--- src/bfl_pkg.sv ---
// Package: register map, field layouts, reset values and timing counts for the buck fault block
package bfl_pkg;

  // Clock figures
  localparam int CLK_MHZ            = 250;
  localparam int HICCUP_MS          = 20;
  localparam int HICCUP_CYCLES      = HICCUP_MS * 1000 * CLK_MHZ;

  // Register byte addresses
  localparam logic [7:0] ADDR_CTRL      = 8'h00;
  localparam logic [7:0] ADDR_OT_LIMIT  = 8'h04;
  localparam logic [7:0] ADDR_OC_MAX    = 8'h08;
  localparam logic [7:0] ADDR_TEMP      = 8'h0c;
  localparam logic [7:0] ADDR_STATUS    = 8'h10;
  localparam logic [7:0] ADDR_CALIB     = 8'h14;

  // Control register fields
  localparam int CTRL_CC_BIT        = 0;
  localparam int CTRL_AOT_BIT       = 1;
  localparam int CTRL_OTR_LSB       = 2;
  localparam int CTRL_LATCH_CLR_BIT = 4;

  // Reset values and thresholds
  localparam logic [31:0] CTRL_RST     = 32'h0000_0005;
  localparam logic [7:0]  OT_LIMIT_RST = 8'h7d;
  localparam logic [7:0]  OC_MAX_RST   = 8'h08;
  localparam logic [7:0]  OT_HYST      = 8'h19;
  localparam logic [7:0]  TEMP_OFFSET  = 8'h28;
  localparam logic [2:0]  OC_RUN       = 3'h3;
  localparam logic [2:0]  OK_RUN       = 3'h4;
  localparam logic [3:0]  ZC_RUN       = 4'h8;
  localparam logic [1:0]  BELOW_RUN    = 2'h3;

  // Over-temperature response encodings
  typedef enum logic [1:0] {
    OTR_IGNORE  = 2'h0,
    OTR_INHIBIT = 2'h1,
    OTR_LATCH   = 2'h2
  } bfl_otr_t;

  // Duty cap levels: nominal, 1/2, 1/4, 1/8
  typedef enum logic [1:0] {
    CAP_NOM   = 2'h0,
    CAP_HALF  = 2'h1,
    CAP_QUART = 2'h3,
    CAP_EIGHT = 2'h2
  } bfl_cap_t;

  // Light-load mode states
  typedef enum logic [1:0] {
    LL_FORCED_CONTINUOUS_MODE  = 2'h0,
    LL_PULSE = 2'h1,
    LL_DIODE = 2'h3,
    LL_IDLE  = 2'h2
  } bfl_ll_t;

  // Analog comparator inputs, sampled on every clock
  typedef struct packed {
    logic overcurrent_trip;
    logic zero_cross;
    logic current_pos;
    logic vsense_below_ref;
    logic vsense_below_95;
    logic power_input_voltage_above_4v7;
    logic ref_ramping;
    logic tracking;
  } bfl_sense_t;

  // Control register copy
  typedef struct packed {
    logic       cc_mode;
    logic       aot_enable;
    bfl_otr_t   otr;
  } bfl_cfg_t;

endpackage : bfl_pkg

--- src/bfl_foldback.sv ---
// Foldback: steps the duty cap down on overcurrent runs, up on clear runs, counts toward hiccup
`timescale 1ns/100ps
`default_nettype none
module bfl_foldback
  import bfl_pkg::*;
#(
  parameter int HICCUP_LEN = HICCUP_CYCLES
) (
  input  wire logic       clk_i,
  input  wire logic       reset_n_i,
  input  wire logic       cyc_en_i,
  input  wire logic       oc_i,
  input  wire logic       cc_mode_i,
  input  wire logic [7:0] oc_max_i,
  input  wire logic [7:0] duty_nom_i,
  output logic      [7:0] duty_o,
  output logic            hiccup_o,
  output bfl_cap_t        cap_o
);

  typedef struct packed {
    bfl_cap_t    cap;
    logic [2:0]  oc_run;
    logic [2:0]  ok_run;
    logic [7:0]  oc_total;
    logic        hiccup;
    logic [31:0] hic_cnt;
    logic [7:0]  duty;
  } bfl_fb_st_t;

  bfl_fb_st_t st_r, st_nxt;

  // Cap value for a level, duty scale 8'hff = full
  function automatic logic [7:0] cap_value(bfl_cap_t c);
    case (c)
      CAP_HALF:  cap_value = 8'h80;
      CAP_QUART: cap_value = 8'h40;
      CAP_EIGHT: cap_value = 8'h20;
      default:   cap_value = 8'hff;
    endcase
  endfunction

  // Next-state logic for the foldback sequence
  always_comb begin
    st_nxt = st_r;
    if (st_r.hiccup) begin
      st_nxt.duty = 8'h00;
      if (st_r.hic_cnt == 32'(HICCUP_LEN - 1)) begin
        st_nxt = '0;                                            // Retry after hiccup
      end else begin
        st_nxt.hic_cnt = st_r.hic_cnt + 32'h1;
      end
    end else if (cyc_en_i) begin
      if (oc_i) begin
        st_nxt.ok_run   = 3'h0;
        st_nxt.oc_total = st_r.oc_total + 8'h1;
        if (st_r.oc_total + 8'h1 >= oc_max_i) begin
          st_nxt.hiccup  = 1'b1;                                 // Enter hiccup at max count
          st_nxt.hic_cnt = 32'h0;
        end else if (cc_mode_i && st_r.oc_run + 3'h1 == OC_RUN) begin
          st_nxt.oc_run = 3'h0;
          case (st_r.cap)
            CAP_NOM:   st_nxt.cap = (duty_nom_i > 8'h80) ? CAP_HALF :
                                    (duty_nom_i > 8'h40) ? CAP_QUART :
                                    (duty_nom_i > 8'h20) ? CAP_EIGHT : CAP_NOM;
            CAP_HALF:  st_nxt.cap = CAP_QUART;
            default:   st_nxt.cap = CAP_EIGHT;                   // Quarter steps to 1/8, and 1/8 holds
          endcase
        end else begin
          st_nxt.oc_run = st_r.oc_run + 3'h1;
        end
      end else begin
        st_nxt.oc_run = 3'h0;
        if (st_r.cap != CAP_NOM && st_r.ok_run + 3'h1 == OK_RUN) begin
          st_nxt.ok_run = 3'h0;
          case (st_r.cap)
            CAP_EIGHT: st_nxt.cap = CAP_QUART;
            CAP_QUART: st_nxt.cap = CAP_HALF;
            default:   st_nxt.cap = CAP_NOM;
          endcase
        end else if (st_r.cap != CAP_NOM) begin
          st_nxt.ok_run = st_r.ok_run + 3'h1;
        end else begin
          st_nxt.ok_run   = 3'h0;
          st_nxt.oc_total = 8'h0;
        end
      end
      // New cap applies to the duty in the same update that sets it
      st_nxt.duty = (duty_nom_i < cap_value(st_nxt.cap)) ? duty_nom_i : cap_value(st_nxt.cap);
    end
  end

  // State register
  always_ff @(posedge clk_i) begin
    if (!reset_n_i) begin
      st_r <= '0;
    end else begin
      st_r <= st_nxt;
    end
  end

  assign duty_o   = st_r.duty;
  assign hiccup_o = st_r.hiccup;
  assign cap_o    = st_r.cap;

endmodule // bfl_foldback
`default_nettype wire

--- src/bfl_light_load.sv ---
// Light-load controller: entry into and exit from adaptive on-time operation
`timescale 1ns/100ps
`default_nettype none
module bfl_light_load
  import bfl_pkg::*;
(
  input  wire logic       clk_i,
  input  wire logic       reset_n_i,
  input  wire logic       cyc_en_i,
  input  wire logic       aot_allow_i,
  input  wire bfl_sense_t sense_i,
  input  wire logic       calib_done_i,
  output logic            aot_o,
  output logic            pulse_o,
  output logic            ls_on_o
);

  typedef struct packed {
    bfl_ll_t    st;
    logic [3:0] zc_run;
    logic [1:0] below_run;
    logic       armed;
  } bfl_ll_st_t;

  bfl_ll_st_t st_r, st_nxt;
  logic       blocked;

  // Blocked by config, tracking or a reference ramp
  assign blocked = !aot_allow_i || sense_i.tracking || sense_i.ref_ramping;

  // Next-state logic
  always_comb begin
    st_nxt = st_r;
    if (sense_i.ref_ramping) begin
      st_nxt.armed = 1'b0;                                      // Rearm only after new sample
    end else if (calib_done_i) begin
      st_nxt.armed = 1'b1;
    end
    if (blocked || !st_r.armed) begin
      st_nxt.st     = LL_FORCED_CONTINUOUS_MODE;
      st_nxt.zc_run = 4'h0;
    end else if (st_r.st != LL_FORCED_CONTINUOUS_MODE && sense_i.vsense_below_95) begin
      st_nxt.st     = LL_FORCED_CONTINUOUS_MODE;
      st_nxt.zc_run = 4'h0;
    end else begin
      case (st_r.st)
        LL_FORCED_CONTINUOUS_MODE: begin
          if (cyc_en_i) begin
            if (sense_i.zero_cross) begin
              if (st_r.zc_run + 4'h1 == ZC_RUN) begin
                st_nxt.st        = LL_PULSE;
                st_nxt.below_run = 2'h0;
              end else begin
                st_nxt.zc_run = st_r.zc_run + 4'h1;
              end
            end else begin
              st_nxt.zc_run = 4'h0;
            end
          end
        end
        LL_PULSE: st_nxt.st = LL_DIODE;                         // One fixed-width pulse
        LL_DIODE: begin
          if (sense_i.zero_cross) begin
            st_nxt.st = LL_IDLE;                                // Low side off at zero
            if (sense_i.vsense_below_ref) begin
              if (st_r.below_run + 2'h1 == BELOW_RUN) begin
                st_nxt.st     = LL_FORCED_CONTINUOUS_MODE;
                st_nxt.zc_run = 4'h0;
              end else begin
                st_nxt.below_run = st_r.below_run + 2'h1;
              end
            end else begin
              st_nxt.below_run = 2'h0;
            end
          end
        end
        LL_IDLE: begin
          if (sense_i.vsense_below_ref && !sense_i.current_pos) begin
            st_nxt.st = LL_PULSE;                               // Postponed while current positive
          end
        end
        default: st_nxt.st = LL_FORCED_CONTINUOUS_MODE;
      endcase
    end
  end

  // State register
  always_ff @(posedge clk_i) begin
    if (!reset_n_i) begin
      st_r <= '0;
    end else begin
      st_r <= st_nxt;
    end
  end

  assign aot_o   = (st_r.st != LL_FORCED_CONTINUOUS_MODE);
  assign pulse_o = (st_r.st == LL_PULSE);
  assign ls_on_o = (st_r.st == LL_DIODE);

endmodule // bfl_light_load
`default_nettype wire

--- src/bfl_top.sv ---
// Top: APB registers, thermal fault handling, feed-forward gate, drive muxing
// Functional notes
// constant-current overload above half caps duty at half
// further three-cycle runs cap quarter, then eighth
// at eighth, switch until count max, then hiccup
// four clear cycles double cap back to nominal
// default eight overcurrents, hiccup twenty milliseconds, retry
// applied duty is min of nominal and cap
// temperature byte reads degrees minus forty
// trip threshold resets to 125, writable
// inhibit response drops enable and both drives
// restart only 25 degrees below threshold
// response ignore, inhibit-restart or latched shutdown
// feed-forward off below 4.7 volts input
// adaptive on-time only when config bit set
// sample error amp after ramp, hold register
// eight zero-crossing cycles enter adaptive on-time
// pulse, low side to zero, then both off
// exit when output at 95 percent reference
// exit after three zero-crosses below reference
// postpone pulse while inductor current positive
// tracking mode forces continuous conduction
// no adaptive mode during ramps until resampled
// software should prefer forced continuous conduction
`timescale 1ns/100ps
`default_nettype none
module bfl_top
  import bfl_pkg::*;
#(
  parameter int HICCUP_LEN = HICCUP_CYCLES
) (
  input  wire logic        CLK_I,
  input  wire logic        RESET_N_I,
  // APB slave
  input  wire logic        PSEL_I,
  input  wire logic        PENABLE_I,
  input  wire logic        PWRITE_I,
  input  wire logic [7:0]  PADDR_I,
  input  wire logic [31:0] PWDATA_I,
  output logic      [31:0] PRDATA_O,
  output logic             PREADY_O,
  output logic             PSLVERR_O,
  // Switching cycle and loop
  input  wire logic        CYCLE_EN_I,
  input  wire logic [7:0]  DUTY_NOM_I,
  input  wire logic [7:0]  DIE_TEMP_C_I,
  input  wire logic [7:0]  ERR_AMP_CODE_I,
  input  wire bfl_sense_t  SENSE_I,
  // Power stage
  output logic [7:0]       DUTY_O,
  output logic             CONV_EN_O,
  output logic             HIGH_SIDE_DRIVE_O,
  output logic             LOW_SIDE_DRIVE_O,
  output logic             ADAPTIVE_ON_TIME_MODE_O,
  output logic             FEED_FORWARD_EN_O,
  output logic [7:0]       CALIB_DAC_O
);

  // Synchronised comparator inputs and block state
  typedef struct packed {
    bfl_sense_t  sense_m;
    bfl_sense_t  sense;
    logic [7:0]  temp_m;
    logic [7:0]  temp;
    bfl_cfg_t    cfg;
    logic        latch_clr;
    logic [7:0]  ot_limit;
    logic [7:0]  oc_max;
    logic        ot_hot;
    logic        ot_latched;
    logic        ramp_d;
    logic        calib_done;
    logic [7:0]  calib;
    logic [31:0] prdata;
    logic        ff_en;
  } bfl_top_st_t;

  bfl_top_st_t st_r, st_nxt;

  logic [7:0] fb_duty;
  logic       hiccup;
  bfl_cap_t   fb_cap;
  logic       adaptive_on_time_mode;
  logic       aot_pulse;
  logic       aot_ls;
  logic       apb_wr;
  logic       apb_rd;
  logic       ot_block;
  logic [8:0] restart_lvl;

  // APB writes in the access phase, reads in the setup phase; no wait states
  assign apb_wr    = PSEL_I && PENABLE_I && PWRITE_I;
  assign apb_rd    = PSEL_I && !PENABLE_I && !PWRITE_I;
  assign PREADY_O  = 1'b1;
  assign PSLVERR_O = 1'b0;
  assign PRDATA_O  = st_r.prdata;

  // Thermal block applies for inhibit while hot and for latched shutdown
  assign ot_block    = (st_r.cfg.otr == OTR_INHIBIT && st_r.ot_hot) ||
                       (st_r.cfg.otr == OTR_LATCH && st_r.ot_latched);
  assign restart_lvl = {1'b0, st_r.ot_limit} - {1'b0, OT_HYST};

  // Register file, thermal state and sampling
  always_comb begin
    st_nxt         = st_r;
    st_nxt.sense_m = SENSE_I;
    st_nxt.sense   = st_r.sense_m;
    st_nxt.temp_m  = DIE_TEMP_C_I;
    st_nxt.temp    = st_r.temp_m;
    st_nxt.ramp_d  = st_r.sense.ref_ramping;
    st_nxt.ff_en   = st_r.sense.power_input_voltage_above_4v7;
    st_nxt.latch_clr = 1'b0;

    // Sample the error amp code once the ramp finishes
    st_nxt.calib_done = 1'b0;
    if (st_r.ramp_d && !st_r.sense.ref_ramping) begin
      st_nxt.calib      = ERR_AMP_CODE_I;
      st_nxt.calib_done = 1'b1;
    end

    // Trip above threshold, clear only below threshold minus hysteresis
    if (st_r.temp > st_r.ot_limit) begin
      st_nxt.ot_hot = 1'b1;
    end else if ({1'b0, st_r.temp} < restart_lvl) begin
      st_nxt.ot_hot = 1'b0;
    end
    if (st_r.latch_clr) begin
      st_nxt.ot_latched = 1'b0;
    end
    if (st_r.temp > st_r.ot_limit && st_r.cfg.otr == OTR_LATCH) begin
      st_nxt.ot_latched = 1'b1;                                       // Set wins over clear
    end

    // Register writes
    if (apb_wr) begin
      case (PADDR_I)
        ADDR_CTRL: begin
          st_nxt.cfg.cc_mode    = PWDATA_I[CTRL_CC_BIT];
          st_nxt.cfg.aot_enable = PWDATA_I[CTRL_AOT_BIT];
          st_nxt.cfg.otr        = bfl_otr_t'(PWDATA_I[CTRL_OTR_LSB +: 2]);
          st_nxt.latch_clr      = PWDATA_I[CTRL_LATCH_CLR_BIT];
        end
        ADDR_OT_LIMIT: st_nxt.ot_limit = PWDATA_I[7:0];
        ADDR_OC_MAX:   st_nxt.oc_max   = PWDATA_I[7:0];
        default: ;
      endcase
    end

    // Register reads, captured in the setup cycle
    if (apb_rd) begin
      case (PADDR_I)
        ADDR_CTRL:     st_nxt.prdata = {28'h0, st_r.cfg.otr, st_r.cfg.aot_enable, st_r.cfg.cc_mode};
        ADDR_OT_LIMIT: st_nxt.prdata = {24'h0, st_r.ot_limit};
        ADDR_OC_MAX:   st_nxt.prdata = {24'h0, st_r.oc_max};
        ADDR_TEMP:     st_nxt.prdata = {24'h0, st_r.temp - TEMP_OFFSET};
        ADDR_STATUS:   st_nxt.prdata = {25'h0, st_r.ff_en, adaptive_on_time_mode, fb_cap, hiccup, st_r.ot_latched, st_r.ot_hot};
        ADDR_CALIB:    st_nxt.prdata = {24'h0, st_r.calib};
        default:       st_nxt.prdata = 32'h0;
      endcase
    end
  end

  // State register
  always_ff @(posedge CLK_I) begin
    if (!RESET_N_I) begin
      st_r            <= '0;
      st_r.cfg.cc_mode    <= CTRL_RST[CTRL_CC_BIT];
      st_r.cfg.aot_enable <= CTRL_RST[CTRL_AOT_BIT];
      st_r.cfg.otr        <= bfl_otr_t'(CTRL_RST[CTRL_OTR_LSB +: 2]);
      st_r.ot_limit   <= OT_LIMIT_RST;
      st_r.oc_max     <= OC_MAX_RST;
      st_r.sense.ref_ramping   <= 1'b0;
    end else begin
      st_r <= st_nxt;
    end
  end

  // Overcurrent foldback and hiccup
  bfl_foldback #(
    .HICCUP_LEN (HICCUP_LEN)
  ) u_foldback (
    .clk_i      (CLK_I),
    .reset_n_i  (RESET_N_I),
    .cyc_en_i   (CYCLE_EN_I),
    .oc_i       (st_r.sense.overcurrent_trip),
    .cc_mode_i  (st_r.cfg.cc_mode),
    .oc_max_i   (st_r.oc_max),
    .duty_nom_i (DUTY_NOM_I),
    .duty_o     (fb_duty),
    .hiccup_o   (hiccup),
    .cap_o      (fb_cap)
  );

  // Light-load mode control
  bfl_light_load u_light_load (
    .clk_i        (CLK_I),
    .reset_n_i    (RESET_N_I),
    .cyc_en_i     (CYCLE_EN_I),
    .aot_allow_i  (st_r.cfg.aot_enable),
    .sense_i      (st_r.sense),
    .calib_done_i (st_r.calib_done),
    .aot_o        (adaptive_on_time_mode),
    .pulse_o      (aot_pulse),
    .ls_on_o      (aot_ls)
  );

  // Conversion enable and drive muxing
  assign CONV_EN_O               = !hiccup && !ot_block;
  assign DUTY_O                  = CONV_EN_O ? fb_duty : 8'h00;
  assign HIGH_SIDE_DRIVE_O       = CONV_EN_O && (adaptive_on_time_mode ? aot_pulse : (fb_duty != 8'h00));
  assign LOW_SIDE_DRIVE_O        = CONV_EN_O && (adaptive_on_time_mode ? aot_ls : 1'b1);
  assign ADAPTIVE_ON_TIME_MODE_O = adaptive_on_time_mode;
  assign FEED_FORWARD_EN_O       = st_r.ff_en;
  assign CALIB_DAC_O             = st_r.calib;

endmodule // bfl_top
`default_nettype wire

--- config.mk ---
export PLATFORM = sky130hd
export DESIGN_NAME = bfl_top
export DESIGN_NICKNAME = d
export VERILOG_FILES = /design/src/bfl_pkg.sv /design/src/bfl_foldback.sv /design/src/bfl_light_load.sv /design/src/bfl_top.sv
export SDC_FILE = /design/constraint.sdc
export NUM_CORES = 1
export LEC_CHECK = 0
export ABC_AREA = 1
export ABC_CLOCK_PERIOD_IN_PS = 5800
export BUFFER_PORTS_ARGS = -buffer_cell sky130_fd_sc_hd__buf_4
export CORE_MARGIN = 1
export CORE_UTILIZATION = 54
export CTS_CLUSTER_SIZE = 12
export DETAILED_ROUTE_END_ITERATION = 7
export PLACE_DENSITY = 0.88
export SLEW_MARGIN = 20
export SYNTH_ARGS = -nofsm -noshare
export SYNTH_HDL_FRONTEND = slang
export SYNTH_HIERARCHICAL = 1
export SYNTH_SLANG_ARGS = --single-unit
--- constraint.sdc ---
create_clock -name CLK_I -period 5.8 [get_ports CLK_I]
set_input_delay 0.87 -clock CLK_I [delete_from_list [all_inputs] [get_ports CLK_I]]
set_output_delay 0.87 -clock CLK_I [all_outputs]
set_load 0.03 [all_outputs]
==> results of run 1 <==
-- flip-flops by register name, indices dropped and copies added, names as in the netlist --
name,cells
PRDATA_O,8
u_foldback/cap_o,2
st_r,39
u_foldback/hiccup_o,1
st_nxt,18
u_foldback/duty_o,8
u_foldback/st_r,46
u_light_load/st_r,9
CALIB_DAC_O,8
FEED_FORWARD_EN_O,1
-- logic make-up after synthesis --
| kind of cell | after synthesis |
|---|---|
| xor gates and xnor gates | 17 |
| adders and majority gates | 43 |
| other | 2 |
| AOI/OAI and AO/OA | 175 |
| buffers and inverters | 284 |
| and+or+nand+nor | 603 |
| DFF | 140 |
-- cell usage after synthesis --
master / count / area share (%)
a21oi_1: 91 / 5.3
a21oi_2: 2 / 0.21
a31oi_1: 2 / 0.15
a31oi_2: 1 / 0.15
and3_1: 1 / 0.074
buf_2: 6 / 0.35
buf_4: 52 / 4.6
buf_6: 3 / 0.40
clkbuf_1: 17 / 0.75
clkbuf_8: 1 / 0.16
clkinv_1: 3 / 0.13
conb_1: 2 / 0.088
dfxtp_1: 140 / 33
ha_1: 43 / 6.3
inv_1: 189 / 8.3
inv_2: 13 / 0.57
nand2_1: 273 / 12
nand2_2: 12 / 0.88
nand2_4: 4 / 0.53
nand3_1: 81 / 4.8
nand3_2: 3 / 0.35
nand3_4: 2 / 0.41
nand3b_1: 6 / 0.53
nand4_1: 24 / 1.8
nand4_2: 1 / 0.15
nor2_1: 140 / 6.2
nor2_2: 8 / 0.59
nor2_4: 9 / 1.2
nor2_8: 1 / 0.24
nor3_1: 19 / 1.1
nor3_2: 4 / 0.47
nor3_4: 1 / 0.19
nor4_1: 5 / 0.37
nor4_2: 1 / 0.15
o211ai_1: 11 / 0.97
o21a_1: 3 / 0.26
o21ai_0: 56 / 3.3
o21ai_1: 1 / 0.059
o21ai_2: 2 / 0.21
o22ai_1: 6 / 0.44
or2_2: 7 / 0.51
or3_1: 1 / 0.074
xnor2_1: 2 / 0.21
xor2_1: 15 / 1.5
-- area by class of cell --
cell class | count | area share (%)
Sequential cell | 140 | 29.3
Multi-Input combinational cell | 864 | 47.0
Timing Repair Buffer | 85 | 6.66
Tap cell | 211 | 2.76
Clock buffer | 21 | 4.91
Inverter | 205 | 8.04
Clock inverter | 11 | 1.38
-- power breakdown --
part	switching [mW]	internal [mW]
logic	0.133	0.0700
clock network	0.430	0.673
registers	0.0141	0.983
-- worst max-delay path: stages, from the launching register on --
cell      delay, ns
dfxtp_1        0.39
and3_1         0.21
nand3_1        0.11
nand3b_1       0.19
xor2_1         0.13
inv_1          0.07
ha_1           0.29
nand2_1        0.07
inv_1          0.04
nor2_1         0.12
o21a_1         0.14
nand2_1        0.13
inv_1          0.15
nand4_1        0.10
nand2_1        0.09
inv_1          0.06
ha_1           0.21
nor2_1         0.17
ha_1           0.27
a21oi_1        0.15
o21a_1         0.13
nand2_1        0.21
nand2_1        0.12
nand2_1        0.11
o21ai_0        0.17
inv_1          0.08
-- routing by layer --
metal  global-route usage (%)  up-vias  part of all wire (%)
li1                         -     4036                     -
met1                     30.7     3686                    43
met2                     45.4      302                    49
met3                     4.77       35                   6.3
met4                     7.70        0                   1.7
met5                        0        -                     0
-- cell usage in the layout (no fill, tap or decap), types with 3 or more instances in the layout --
cell type	n
a21oi_1	91
buf_4	85
clkbuf_16	17
clkbuf_8	3
clkinv_1	3
clkinv_4	3
conb_1	26
dfxtp_1	140
ha_1	43
inv_1	189
inv_2	13
inv_6	3
nand2_1	273
nand2_2	12
nand2_4	4
nand3_1	81
nand3_2	3
nand3b_1	6
nand4_1	24
nor2_1	140
nor2_2	8
nor2_4	9
nor3_1	19
nor3_2	4
nor4_1	5
o211ai_1	11
o21a_1	3
o21ai_0	56
o22ai_1	6
or2_2	7
xor2_1	15
-- path summary, 6_finish.rpt --
path	from	cells past startpoint	slack (ns)	end
setup / recovery	u_foldback/st_r[41]	25	1.80	u_foldback/duty_o[4]
hold / removal	st_nxt[69]	2	0.41	st_r[69]
setup reg to reg	u_foldback/st_r[41]	25	1.80	u_foldback/duty_o[4]
hold reg to reg	st_nxt[69]	2	0.41	st_r[69]
==> flow_summary_export.csv, run 1 <==
group,metric,value,unit
sta,fin_crit,4.00,ns
detailed_routing,drcViolationCount,0,
global_route,antenna_found_initial,0,
clock_tree,hold_buffers,0,
detailed_routing,finalWirelength,20200,um
detailed_routing,vias,8059,
cells_and_area,drive_gt1_share,14.1,%
pwr,total_power,2.30,mW
run_status,outcome,"finished, final reports clean",
critical_path,worstSetupEndpointType,"register",
detailed_routing,first_iter_violations,518,
sta,setup_viol,0,
synth,synthesis.area,8510,um2
floorplan,die_y,128,um
synth,synth_top_family_by_area,"simple AND/OR/NAND/NOR gates",
synth,synthAdderAreaFrac,6.32,%
critical_path,cp.arrival,4.32,ns
clock_tree,cts_resized,0,
critical_path,criticalPathCategory,"register to register",
cells_and_area,final_cell_area,9580,um2
global_route,grt_max_degree,84,
cells_and_area,area_delta_synth_final,12.5,%
sta,clock_skew,0.0140,ns
sta,relSlewSlack,46.4,%
detailed_routing,first_pass_iters,5,
floorplan,num_rows,45,
clock_tree,cts_made_buffers,17,
synth,synthSimpleGateAreaFrac,32.6,%
place,io_buffers,82,
floorplan,die_area,16300,um2
sta,hold-worst-slack,0.407,ns
cells_and_area,num_antenna_cells,0,
clock_tree,clk_pin_slew_worst_paths,0.07,ns
sta,fin_crit_sh,69.0,%
sta,slew_violations,0,
sta,tightestPinTransition,0.804,ns
sta,tns,0,ns
detailed_routing,vias_per_cell,5.24,
floorplan,top_level_ports,133,
place,placed_area,8970,um2
clock_tree,clock_sinks,140,
global_route,grt_usage,25.4,%
place,place_ws,1.86,ns
place,gp_congestion,0.924,
synth,synth_compound_area_share,11.1,%
place,hpwlAfterDp,14400,um
synth,synth_xor_area_share,1.75,%
clock_tree,htree_levels,4,
pwr,leakagePower,4.59,nW
synth,seq_area_frac_synth,32.9,%
flow_run,cap_viol_max_count,0,
cells_and_area,fin_util,62.5,%
sta,max_freq,250,MHz
floorplan,die_w,128,um
clock_tree,ctsRootBufferMaster,"clkbuf_16",
synth,ys_warn_count,6,
critical_path,path_max_fanout,12,
cells_and_area,finalNonFillerCells,1537,
pwr,ir_drop,0.000225,V
pwr,p_per_area,240,nW/um2
synth,postSynthCellCount,1264,
global_route,grt_pass1_wl,33300,um
cells_and_area,multi_input_area,4500,um2
synth,postSynthAreaPerCell,6.74,um2
clock_tree,postCtsSetupBuffers,0,
detailed_routing,wl_per_cell,13.1,um
global_route,global_route.overflow_total,0,
clock_tree,insertion_delay,0.43,ns
cells_and_area,seq_area,2800,um2
sta,hold_violations,0,
cells_and_area,fin_nets,1434,
clock_tree,clockBufferDepth,2,
detailed_routing,ant_nets,0,
sta,rsz0062_at_grt,"no",
synth,muxShareOfSynthArea,0,%
clock_tree,cts_tree,"built",
cells_and_area,nFillCells,1339,
place,dp.cells,1505,
synth,ys_seq_elements,140,
sta,setup_ws,1.80,ns
global_route,grt_pass1_vias,7285,
critical_path,startpoint_type,"register",
synth,synth_cell_types,44,
hold_path,holdCritPathClass,"register to register",
floorplan,initial_core_util,55.6,%
critical_path,critPathRequiredTime,6.12,ns
floorplan,core_area,15300,um2
Note: power is estimated with default switching activity, not from simulation.
==> run 2, diff against run 1 <==
- ABC_CLOCK_PERIOD_IN_PS: 5800 -> 3600
- CORE_UTILIZATION: 54 -> 52
- clock period: 5.8 -> 3.6 ns (I/O delays scaled with it)
==> flow_summary_export.csv, run 2 (synthesis gave the netlist of run 1 again) <==
group,metric,value,unit
run_status,outcome,"finished, final reports clean",
critical_path,cp_common_cell,"nand2_2",
sta,slew_violations,0,
pwr,ir_drop,0.000342,V
global_route,grt_pass1_wl,32800,um
global_route,global_route.overflow_total,0,
clock_tree,ctsRootBufferMaster,"clkbuf_16",
sta,fin_crit,3.49,ns
clock_tree,cts_made_buffers,17,
cells_and_area,final_cell_mix,"264 x nand2_1, 183 x inv_1, 137 x dfxtp_1, 136 x nor2_1, 98 x buf_4",
cells_and_area,area_delta_synth_final,15.8,%
floorplan,die_y,130,um
sta,max_freq,287,MHz
cells_and_area,fin_nets,1448,
detailed_routing,first_pass_iters,5,
cells_and_area,final_common_cell,"nand2_1",
pwr,p_per_area,377,nW/um2
clock_tree,htree_levels,4,
floorplan,num_rows,46,
critical_path,worstSetupEndpointType,"register",
pwr,leakagePower,4.65,nW
place,gp_congestion,0.943,
global_route,grt_pass1_vias,7171,
detailed_routing,wl_per_cell,13.5,um
detailed_routing,vias_per_cell,5.24,
floorplan,die_area,16900,um2
cells_and_area,registers.top_by_ff_count,"u_foldback/st_r",
place,dp.cells,1519,
sta,setup_viol,0,
clock_tree,hold_buffers,0,
cells_and_area,finalNonFillerCells,1555,
cells_and_area,largest_reg_flops,46,
detailed_routing,first_iter_violations,585,
detailed_routing,finalWirelength,21000,um
sta,clock_skew,0.0137,ns
critical_path,cp.buffers_inverters,6,
critical_path,criticalPathCategory,"register to register",
sta,fin_crit_sh,96.9,%
detailed_routing,ant_nets,0,
flow_run,cap_viol_max_count,0,
detailed_routing,drcViolationCount,0,
detailed_routing,vias,8146,
global_route,grt_usage,24.3,%
place,io_buffers,82,
clock_tree,clk_pin_slew_worst_paths,0.06,ns
sta,relSlewSlack,46.8,%
critical_path,startpoint_type,"register",
place,hpwlAfterDp,14600,um
critical_path,slowest_stage,"dfxtp_2",
floorplan,core_area,15900,um2
clock_tree,clockBufferDepth,2,
critical_path,critPathRequiredTime,3.91,ns
floorplan,die_w,130,um
cells_and_area,num_antenna_cells,0,
global_route,grt_max_degree,84,
place,place_ws,-0.137,ns
critical_path,cpLargestDelayFamily,"simple AND/OR/NAND/NOR gates",
cells_and_area,drive_gt1_share,17.7,%
hold_path,holdCritPathClass,"input port to register",
critical_path,critical_path.max_stage_delay,0.34,ns
clock_tree,insertion_delay,0.42,ns
sta,tightestPinTransition,0.798,ns
sta,setup_ws,0.112,ns
floorplan,initial_core_util,53.4,%
floorplan,top_level_ports,133,
critical_path,path_max_fanout,8,
global_route,antenna_found_initial,0,
clock_tree,cts_tree,"built",
sta,hold_violations,0,
clock_tree,clock_sinks,140,
critical_path,cp.arrival,3.80,ns
[run 2: cell types whose count changed in the layout (fill, tap and decap cells not counted), moves of 4 or more]
| cell | previous run | this run |
|---|---|---|
| o21ai_0 | 56 | 50 |
| nand2_1 | 273 | 264 |
| nand2_4 | 4 | 8 |
| inv_2 | 13 | 17 |
| nor2_1 | 140 | 136 |
| inv_1 | 189 | 183 |
| ha_4 | 0 | 6 |
| buf_4 | 85 | 98 |
| ha_1 | 43 | 36 |
| nand2_2 | 12 | 17 |
[run 2: per-layer routing]
layer | global-route usage [%] | part of all wire, % | vias up
li1 | - | - | 4067
met1 | 29.8 | 43 | 3763
met2 | 42.6 | 49 | 276
met3 | 4.43 | 5.6 | 40
met4 | 8.41 | 2.3 | 0
met5 | 0 | 0 | -
[run 2: final timing paths]
path                       start                   end  slack (ns)  cells after the start
max          u_foldback/st_r[41]  u_foldback/duty_o[2]        0.11                     26
min              DIE_TEMP_C_I[2]            st_nxt[68]        0.30                      3
max reg2reg  u_foldback/st_r[41]  u_foldback/duty_o[2]        0.11                     26
min reg2reg           st_nxt[67]              st_r[67]        0.40                      2
[run 2: what timing repair did]
item | 4_1_cts | 5_1_grt
gates resized for setup | 9 | 43
buffers inserted | 0 | 5
pin swaps | 1 | 23
setup endpoints to repair | 8 | 8
[run 2: metrics by stage]
| step | util (%) | total power, mW | hold slack [ns] | cell area [um2] | TNS [ns] |
|---|---|---|---|---|---|
| after floorplan | - | 1.88 | 0.390 | 8600 | 0 |
| after global placement | 56.7 | 1.96 | 0.394 | 9050 | 0 |
| after detailed placement | 56.7 | 1.97 | 0.399 | 9050 | -0.664 |
| after CTS | 60.5 | 3.70 | 0.291 | 9650 | 0 |
| after global routing | 61.8 | 3.84 | 0.303 | 9860 | -0.342 |
| final | 61.8 | 3.72 | 0.300 | 9860 | 0 |
[run 2: cell type report]
class / count / area (um2)
flip-flops and latches: 140 / 2810
clock buffers: 20 / 457
well taps: 216 / 270
inverters: 205 / 774
repair buffers: 99 / 747
fillers: 1345 / 6090
multi-input cells: 864 / 4670
clock inverters: 11 / 133
[run 2: power breakdown]
group	internal (mW)	switching (mW)	total, mW	leakage, nW
combinational	0.129	0.236	0.365	3.23
sequential	1.58	0.0227	1.61	1.14
clock	1.06	0.682	1.74	0.284
total	2.77	0.941	3.72	4.65
[run 2: worst register-to-register path, delay by kind of cell (launching register included)]
kind                       cells  cell delay (ns)
and+or+nand+nor               13             1.29
adders and majority gates      3             0.73
buffers and inverters          6             0.43
AOI/OAI and AO/OA              3             0.41
DFF                            1             0.34
xor gates and xnor gates       1             0.16
